[config.mk]
export PLATFORM = sky130hd
export DESIGN_NAME = afc_ctrl
export DESIGN_NICKNAME = d
export VERILOG_FILES = /design/src/afc_ctrl.v
export VERILOG_INCLUDE_DIRS = /design/src /design/src/src
export SDC_FILE = /design/constraint.sdc
export NUM_CORES = 1
export LEC_CHECK = 0
export ABC_CLOCK_PERIOD_IN_PS = 1510
export BUFFER_PORTS_ARGS = -buffer_cell sky130_fd_sc_hd__buf_2
export CAP_MARGIN = 25
export CORE_MARGIN = 4
export CORE_UTILIZATION = 35
export DETAILED_ROUTE_END_ITERATION = 16
export HOLD_SLACK_MARGIN = 0.03
export PLACE_DENSITY_LB_ADDON = 0.08
export SLEW_MARGIN = 20
export SYNTH_ARGS = -nofsm -noshare
export SYNTH_HDL_FRONTEND = slang
export SYNTH_SLANG_ARGS = --single-unit
[constraint.sdc]
create_clock -name sys_clk -period 1.51 [get_ports sys_clk]
set_input_delay 0.302 -clock sys_clk [delete_from_list [all_inputs] [get_ports sys_clk]]
set_output_delay 0.302 -clock sys_clk [all_outputs]
set_load 0.01 [all_outputs]
[src/afc_defs.vh]
// Constants for the controller that drives an asynchronous nine-bit FIFO device.
// Assumes the including file runs on a 200 MHz system clock.
`ifndef AFC_DEFS_VH
`define AFC_DEFS_VH

`define AFC_DATA_W 9
`define AFC_CLK_PERIOD_NS 5
// Strobe timing in ns, fastest grade
`define AFC_PULSE_NS 20
`define AFC_RECOVERY_NS 10
`define AFC_ACCESS_NS 20
`define AFC_PULSE_CYC ((`AFC_PULSE_NS + `AFC_CLK_PERIOD_NS - 1) / `AFC_CLK_PERIOD_NS)
`define AFC_RECOVERY_CYC ((`AFC_RECOVERY_NS + `AFC_CLK_PERIOD_NS - 1) / `AFC_CLK_PERIOD_NS)
`define AFC_ACCESS_CYC ((`AFC_ACCESS_NS + `AFC_CLK_PERIOD_NS - 1) / `AFC_CLK_PERIOD_NS)

`define AFC_ST_IDLE 3'h0
`define AFC_ST_PULSE 3'h1
`define AFC_ST_RECOVER 3'h2

`define AFC_OP_WRITE 2'h0
`define AFC_OP_READ 2'h1
`define AFC_OP_REPLAY 2'h2
`define AFC_OP_CLEAR 2'h3

`endif

[src/afc_ctrl.v]
// Controller that drives an external asynchronous nine-bit FIFO through its pins.
// Assumes the device flags are already synchronous to sys_clk.
`timescale 1ns/1ps
`default_nettype none
`include "afc_defs.vh"

module afc_ctrl #(
    parameter integer PULSE_CYC = `AFC_PULSE_CYC,
    parameter integer RECOVERY_CYC = `AFC_RECOVERY_CYC,
    parameter integer ACCESS_CYC = `AFC_ACCESS_CYC
) (
    input wire sys_clk,
    input wire rst_b,
    // User side
    input wire wr_req,
    input wire [`AFC_DATA_W-1:0] wr_data,
    output reg wr_busy_q,
    output reg wr_done_q,
    output reg wr_refused_q,
    input wire rd_req,
    output reg [`AFC_DATA_W-1:0] rd_data_q,
    output reg rd_valid_q,
    output reg rd_refused_q,
    input wire replay_req,
    input wire clear_req,
    output reg ctl_busy_q,
    output reg empty_q,
    output reg full_q,
    output reg half_q,
    // Device pins
    output reg wr_strobe_n_q,
    output reg [`AFC_DATA_W-1:0] dev_data_q,
    output reg rd_strobe_n_q,
    input wire [`AFC_DATA_W-1:0] dev_q,
    output reg replay_input_n_q,
    output reg master_clear_n_q,
    input wire empty_flag_n,
    input wire full_flag_n,
    input wire half_level_flag_n
);

    localparam [7:0] PULSE_C = PULSE_CYC[7:0];
    localparam [7:0] RECOV_C = RECOVERY_CYC[7:0];
    localparam [7:0] ACCESS_C = ACCESS_CYC[7:0];

    function [7:0] dec;
        input [7:0] v;
        begin
            dec = (v == 8'h00) ? 8'h00 : v - 8'h01;
        end
    endfunction

    // ----------------------------------------------------------------
    // Write side
    // ----------------------------------------------------------------
    reg [2:0] wst_q;
    reg [7:0] wcnt_q;
    // Write engine stands still while a replay or clear holds the strobes
    wire ctl_active = ctl_busy_q;

    always @(posedge sys_clk or negedge rst_b)
    begin
        if (!rst_b)
        begin
            wst_q <= `AFC_ST_IDLE;
            wcnt_q <= 8'h00;
            wr_strobe_n_q <= 1'b1;
            dev_data_q <= {`AFC_DATA_W{1'b0}};
            wr_busy_q <= 1'b0;
            wr_done_q <= 1'b0;
            wr_refused_q <= 1'b0;
        end
        else
        begin
            wr_done_q <= 1'b0;
            wr_refused_q <= 1'b0;
            wcnt_q <= dec(wcnt_q);
            case (wst_q)
                `AFC_ST_IDLE:
                begin
                    if (wr_req && !ctl_active && !clear_req && !replay_req)
                    begin
                        if (!full_flag_n)
                            wr_refused_q <= 1'b1;
                        else
                        begin
                            dev_data_q <= wr_data;
                            wr_strobe_n_q <= 1'b0;
                            wr_busy_q <= 1'b1;
                            wcnt_q <= PULSE_C - 8'h01;
                            wst_q <= `AFC_ST_PULSE;
                        end
                    end
                end
                `AFC_ST_PULSE:
                begin
                    if (wcnt_q == 8'h00)
                    begin
                        // Data held across the rising edge satisfies hold time
                        wr_strobe_n_q <= 1'b1;
                        wcnt_q <= RECOV_C - 8'h01;
                        wst_q <= `AFC_ST_RECOVER;
                    end
                end
                `AFC_ST_RECOVER:
                begin
                    if (wcnt_q == 8'h00)
                    begin
                        wr_busy_q <= 1'b0;
                        wr_done_q <= 1'b1;
                        wst_q <= `AFC_ST_IDLE;
                    end
                end
                default:
                begin
                    wst_q <= `AFC_ST_IDLE;
                    wr_strobe_n_q <= 1'b1;
                end
            endcase
        end
    end

    // ----------------------------------------------------------------
    // Read side, independent of writes
    // ----------------------------------------------------------------
    reg [2:0] rst_q;
    reg [7:0] rcnt_q;

    always @(posedge sys_clk or negedge rst_b)
    begin
        if (!rst_b)
        begin
            rst_q <= `AFC_ST_IDLE;
            rcnt_q <= 8'h00;
            rd_strobe_n_q <= 1'b1;
            rd_data_q <= {`AFC_DATA_W{1'b0}};
            rd_valid_q <= 1'b0;
            rd_refused_q <= 1'b0;
        end
        else
        begin
            rd_valid_q <= 1'b0;
            rd_refused_q <= 1'b0;
            rcnt_q <= dec(rcnt_q);
            case (rst_q)
                `AFC_ST_IDLE:
                begin
                    if (rd_req && !ctl_active && !clear_req && !replay_req)
                    begin
                        if (!empty_flag_n)
                            rd_refused_q <= 1'b1;
                        else
                        begin
                            rd_strobe_n_q <= 1'b0;
                            rcnt_q <= ACCESS_C - 8'h01;
                            rst_q <= `AFC_ST_PULSE;
                        end
                    end
                end
                `AFC_ST_PULSE:
                begin
                    if (rcnt_q == 8'h00)
                    begin
                        // Sample before release; the bus floats once the strobe rises
                        rd_data_q <= dev_q;
                        rd_valid_q <= 1'b1;
                        rd_strobe_n_q <= 1'b1;
                        rcnt_q <= RECOV_C - 8'h01;
                        rst_q <= `AFC_ST_RECOVER;
                    end
                end
                `AFC_ST_RECOVER:
                begin
                    if (rcnt_q == 8'h00)
                        rst_q <= `AFC_ST_IDLE;
                end
                default:
                begin
                    rst_q <= `AFC_ST_IDLE;
                    rd_strobe_n_q <= 1'b1;
                end
            endcase
        end
    end

    // ----------------------------------------------------------------
    // Replay and master clear
    // ----------------------------------------------------------------
    reg [2:0] cst_q;
    reg [7:0] ccnt_q;
    reg cop_q;
    wire strobes_idle = (wst_q == `AFC_ST_IDLE) && (rst_q == `AFC_ST_IDLE) &&
        wr_strobe_n_q && rd_strobe_n_q;

    always @(posedge sys_clk or negedge rst_b)
    begin
        if (!rst_b)
        begin
            cst_q <= `AFC_ST_IDLE;
            ccnt_q <= 8'h00;
            cop_q <= 1'b0;
            ctl_busy_q <= 1'b0;
            replay_input_n_q <= 1'b1;
            master_clear_n_q <= 1'b1;
        end
        else
        begin
            ccnt_q <= dec(ccnt_q);
            case (cst_q)
                `AFC_ST_IDLE:
                begin
                    // Wait for both strobes high before pulsing
                    if ((clear_req || replay_req) && strobes_idle)
                    begin
                        ctl_busy_q <= 1'b1;
                        cop_q <= clear_req;
                        if (clear_req)
                            master_clear_n_q <= 1'b0;
                        else
                            replay_input_n_q <= 1'b0;
                        ccnt_q <= PULSE_C - 8'h01;
                        cst_q <= `AFC_ST_PULSE;
                    end
                end
                `AFC_ST_PULSE:
                begin
                    if (ccnt_q == 8'h00)
                    begin
                        master_clear_n_q <= 1'b1;
                        replay_input_n_q <= 1'b1;
                        // Flags settle only after recovery, so hold off strobes
                        ccnt_q <= RECOV_C - 8'h01;
                        cst_q <= `AFC_ST_RECOVER;
                    end
                end
                `AFC_ST_RECOVER:
                begin
                    if (ccnt_q == 8'h00)
                    begin
                        ctl_busy_q <= 1'b0;
                        cst_q <= `AFC_ST_IDLE;
                    end
                end
                default:
                begin
                    cst_q <= `AFC_ST_IDLE;
                    ctl_busy_q <= 1'b0;
                    master_clear_n_q <= 1'b1;
                    replay_input_n_q <= 1'b1;
                end
            endcase
        end
    end

    // ----------------------------------------------------------------
    // Flag mirrors
    // ----------------------------------------------------------------
    // Half level is only meaningful when the device is not depth-cascaded
    always @(posedge sys_clk or negedge rst_b)
    begin
        if (!rst_b)
        begin
            empty_q <= 1'b1;
            full_q <= 1'b0;
            half_q <= 1'b0;
        end
        else
        begin
            empty_q <= !empty_flag_n;
            full_q <= !full_flag_n;
            half_q <= !half_level_flag_n;
        end
    end

endmodule
`default_nettype wire

After elaboration in Yosys (flattened, before gate mapping) --
Index checks and enable logic that the tools add are counted.
Storage, ports and cells: flip-flop bits (word level) 64, input bits 27, output and inout port bits 31, word-level logic and storage cells 142
Cells by class: add/subtract/negate cells 3, equal/unequal tests 19, muxes and demuxes 60, bitwise gates (word level) 4, reduce and logical (&&, ||, !) cells 35
Operators by type and width (count):
- 8-bit two-way mux | 11
- 8-bit case mux with 2 select lines | 3
- 3-bit two-way mux | 11
- 4-bit AND reduction | 7
- 3-bit case mux with 3 select lines | 3
- 1-bit two-way mux | 26
- 2-bit != test (second input constant) | 13
- 8-bit logical NOT | 3
- 8-bit by 1-bit subtractor with 8-bit output (second input constant) | 3
- 1-bit case mux with 3 select lines | 5
- 1-bit logical AND | 10
- 3-bit by 1-bit == test with 1-bit output (second input constant) | 3
- 3-bit by 2-bit == test with 1-bit output (second input constant) | 3
- 3-bit logical NOT | 3
- 3-bit AND reduction | 3
- 1-bit logical NOT | 6
- 1-bit inverter | 4
- 1-bit case mux with 2 select lines | 1
- 2-bit AND reduction | 1
- 2-bit nonzero test | 1
- 1-bit logical OR | 1

Longest topological paths before layout --
depth in word-level cells 7, gate-level depth with buffers 6, mapped depth without buffers 6

Worst setup path before layout --
No wires, ideal clock.
path type flip-flop to flip-flop, start register rd_strobe_n_q, end register ccnt_q[7], library setup time 120 ps, data arrival time 1594 ps, data required time 1390 ps, path slack -204 ps, stages on the path, launching flop included 4, buffers on the path 0, period minus slack after synthesis 1714 ps, path through dfstp_2 or4bb_1 or3_1 o211a_1
Between the ends: longest elaborated chain between the ends 4
Ends and longest elaborated chain:
- start, declared | RTL line afc_ctrl.v:33 | output reg rd_strobe_n_q,
- start signal, assigned | RTL line afc_ctrl.v:135 | rd_strobe_n_q <= 1'b1;
- start signal, assigned | RTL line afc_ctrl.v:154 | rd_strobe_n_q <= 1'b0;
- start signal, assigned | RTL line afc_ctrl.v:167 | rd_strobe_n_q <= 1'b1;
- 1-bit logical AND | RTL line afc_ctrl.v:192 | wire strobes_idle = (wst_q == `AFC_ST_IDLE) && (rst_q == `AFC_ST_IDLE) &&
- 1-bit logical AND | RTL line afc_ctrl.v:213 | if ((clear_req || replay_req) && strobes_idle)
- 8-bit two-way mux | RTL line afc_ctrl.v:213
- 8-bit case mux with 2 select lines | RTL line afc_ctrl.v:209 | case (cst_q)
- end signal, assigned | RTL line afc_ctrl.v:208 | ccnt_q <= dec(ccnt_q);
- end signal, assigned | RTL line afc_ctrl.v:221 | ccnt_q <= PULSE_C - 8'h01;
- end signal, assigned | RTL line afc_ctrl.v:232 | ccnt_q <= RECOV_C - 8'h01;
- end, declared | RTL line afc_ctrl.v:190 | reg [7:0] ccnt_q;
Every way passes these cells. A chain may end at the register's enable or synchronous reset.

Worst setup path after layout --
Ends and elaborated chain as after synthesis.

==> results.json <==
{
  "result_of_the_run": "complete, but fails checks",
  "failed_checks": "negative setup slack",
  "postSynth.topFlopCell": "dfrtp_1",
  "synthDominantCellAreaShare": 0.514,
  "power-per-cell-area_nw_per_um2": 1130,
  "hold_viol_final": 0,
  "power_switching_mw": 1.33,
  "place.detailed.instances": 432,
  "worstRegToRegCells": 3,
  "yosys.area.top_type": "dfrtp_1",
  "p_leak_nw": 2.06,
  "total_power_mw": 4.86,
  "drtPass1Iterations": 4,
  "fillCellCount": 649,
  "worst-endpoint-arrival_ps": 1900,
  "cp_max_fo": 5,
  "cts_htree_levels": 3,
  "worst_setup_hold_path_clk_slew_ps": 80,
  "global_routing_usage_on_met3": 0.0516,
  "ios": 58,
  "hold-path-endpoint": "half_q",
  "synth.cells.most_frequent": "56 x dfrtp_1, 19 x mux2_2, 15 x o21ai_0",
  "use_met2": 0.243,
  "drt_iter0_markers": 61,
  "hold-path-cell-count": 2,
  "max_clock_freq_mhz": 600,
  "grt.met1_usage": 0.203,
  "relative_slew_slack": 0.709,
  "critPathLaunchType": "register",
  "layout.area.seq_um2": 1540,
  "grt_overflow": 0,
  "synth_nets": 261,
  "crit-reg2reg-capture": "ccnt_q[7]",
  "synthesis.yosys.warnings": 0,
  "hp-class": "primary input to register",
  "synth_area_leaders": "dfrtp_1 51%, mux2_2 7.9%, dfstp_2 4.8%",
  "setup_violations": 27,
  "dieHeight_um": 96.2,
  "top_usage_layer": "met2",
  "core-area_um2": 7410,
  "worst_ep_required_time_ps": 1750,
  "maximum_capacitance_violations": 0,
  "track_usage": 0.157,
  "post_drt_wl_per_cell_um": 14.6,
  "synth.distinct_cells": 47,
  "final.period_utilization": 1.10,
  "postSynthCellCount": 228,
  "seq_area_frac_synth": 0.563,
  "clkPwrFrac": 0.367,
  "design.die.area_um2": 9260,
  "synth_seq_cells": 61,
  "via_count": 2309,
  "hold_path.startpoint": "half_level_flag_n",
  "worstMarginPinSlew_ps": 436,
  "detail-route-antenna-nets": 0,
  "timing.clock.skew_ps": 15.7,
  "drive_gt1_frac": 0.622,
  "cts.root.buffer_cell": "clkbuf_8",
  "initial_core_util": 0.368,
  "tritoncts": "done",
  "global_route_wire_length_before_repair_um": 11200,
  "internal_power_mw": 3.53,
  "insertion_delay_ps": 340,
  "synthMostInstantiatedCell": "dfrtp_1",
  "multi_input_area_um2": 1410,
  "portBuffers": 57,
  "power.sequential.fraction": 0.390,
  "area.growth.synth_to_final_pct": 57.5,
  "synthArstFlopShare": 1.00,
  "worstSetupEndpointType": "register",
  "criticalPathCategory": "register to register",
  "unrepaired_setup_endpoints_after_global_routing": "true",
  "power_switching_share": 0.274,
  "die_width_um": 96.2,
  "num_antenna_cells": 0,
  "grt_antenna_before_repair": 0,
  "numCtsBuffers": 9,
  "final.min_clock_period_ps": 1670,
  "wl_um": 6870,
  "preCtsSetupSlack_ps": -148,
  "max-vdd-ir-drop_uv": 741,
  "grt_max_degree": 31,
  "placement_rows": 31,
  "synth_area_per_cell_um2": 11.9,
  "post-dp-hpwl_um": 4580,
  "drt-vias-per-instance": 4.92,
  "design.final.nets": 398,
  "timing.final.max_slew_violations": 0,
  "syn_area_um2": 2720,
  "routability_congestion": 0.783,
  "power_frac_comb": 0.243,
  "first_global_vias": 2401,
  "drcViolationCount": 0,
  "number_of_standard_cells_in_the_layout_taps_in_and_fillers_out": 469,
  "clock_path_buffers": 2,
  "rrSetupSlack_ps": -160,
  "cts_num_sinks": 61,
  "setup_slack_ps": -155,
  "reg2reg_from": "rd_strobe_n_q",
  "number_of_synthesized_flops_with_an_enable_pin": 0
}
==> kinds of logic after synthesis <==
kind of cell / after synthesis / share of synthesized area
compound gates: 39 / 0.0997
simple gates: 73 / 0.170
mux: 20 / 0.0822
buf+inv: 21 / 0.0317
fa+ha+maj: 6 / 0.0276
xor+xnor: 8 / 0.0257
flops: 61 / 0.563
==> cell usage in the layout (no fill, tap or decap), types with 3 or more instances in the layout <==
master and n:
a211oi_2 10, buf_2 56, buf_4 63, buf_6 9, bufinv_16 3, clkbuf_8 9, clkinv_4 3, dfrtp_1 54
dfstp_2 5, inv_1 9, inv_2 5, mux2_2 8, mux2_4 11, nand2b_1 6, nand3_1 3, nor2_1 7
nor2b_1 3, nor3_1 7, nor3_2 4, nor3b_1 3, o21ai_0 11, o21ai_2 4, o31ai_1 3, or3_1 4
or3_4 6, or4_4 6, xnor2_1 7
==> power groups by stage <==
| stage | registers, mW | clock network [mW] | logic [mW] |
|---|---|---|---|
| 2_1_floorplan | 1.92 | 0 | 0.410 |
| 5_1_grt | 1.91 | 1.91 | 1.28 |
| 3_3_place_gp | 1.92 | 0 | 0.807 |
| 3_5_place_dp | 1.93 | 0 | 0.802 |
| 6_report | 1.90 | 1.78 | 1.18 |
| 4_1_cts | 1.89 | 1.84 | 1.09 |
==> layout make-up <==
| class | instances | area share |
|---|---|---|
| Multi-Input combinational cell | 146 | 0.328 |
| Clock buffer | 9 | 0.0289 |
| Timing Repair inverter | 1 | 0.00175 |
| Sequential cell | 61 | 0.358 |
| Timing Repair Buffer | 131 | 0.211 |
| Inverter | 15 | 0.0143 |
| Tap cell | 99 | 0.0289 |
| Clock inverter | 7 | 0.0289 |
==> through the flow <==
stage	cell area, µm²	utilization	setup TNS (ps)	hold slack, ps
after floorplan	2790	-	-1570	6.41
after global placement	3580	0.483	-1710	266
after detailed placement	3580	0.483	-2200	267
after CTS	4150	0.560	-2070	75.0
after global routing	4290	0.579	-4050	82.7
final	4290	0.579	-2320	100
==> worst max-delay path: stages, from the launching register on <==
cell and delay (ps):
dfstp_2 530, or4bb_4 530, or3_4 390, o211a_1 130
==> layer usage <==
| metal | wire length, µm | up-vias | share of wire |
|---|---|---|---|
| li1 | - | 1111 | - |
| met1 | 3130 | 1127 | 0.46 |
| met2 | 3220 | 63 | 0.47 |
| met3 | 441 | 8 | 0.064 |
| met4 | 76 | 0 | 0.011 |
| met5 | 0 | - | 0 |
==> how the worst max path moves through the flow <==
stage	startpoint	to	slack [ps]	cells after the start
6_report	rd_strobe_n_q	ccnt_q[7]	-160	3
5_1_grt	wcnt_q[0]	wcnt_q[6]	-230	5
4_1_cts	rd_strobe_n_q	ccnt_q[7]	-150	3
3_5_place_dp	wcnt_q[1]	wcnt_q[6]	-150	5
2_1_floorplan	wr_strobe_n_q	ccnt_q[7]	-140	3
3_3_place_gp	wr_strobe_n_q	ccnt_q[7]	-110	3
==> flip-flops by register name (all words and copies together), names as in the netlist <==
| register | cells |
|---|---|
| wr_busy_q | 1 |
| full_q | 1 |
| empty_q | 1 |
| rst_q | 2 |
| wr_done_q | 1 |
| rd_valid_q | 1 |
| rcnt_q | 8 |
| wr_strobe_n_q | 1 |
| replay_input_n_q | 1 |
| rd_strobe_n_q | 1 |
| dev_data_q | 9 |
| rd_refused_q | 1 |
| half_q | 1 |
| ccnt_q | 8 |
| wst_q | 2 |
| cst_q | 2 |
| wr_refused_q | 1 |
| ctl_busy_q | 1 |
| wcnt_q | 8 |
| rd_data_q | 9 |
| master_clear_n_q | 1 |
==> what timing repair did <==
action / 4_1_cts / 5_1_grt
cloned: 1 / 0
buffers inserted: 13 / 8
setup endpoints to repair: 37 / 47
hold endpoints to repair: 13 / 0
gates resized for setup: 48 / 26
pin swaps: 21 / 14
hold buffers: 1 / 0
Note: power is estimated with default switching activity, not from simulation.
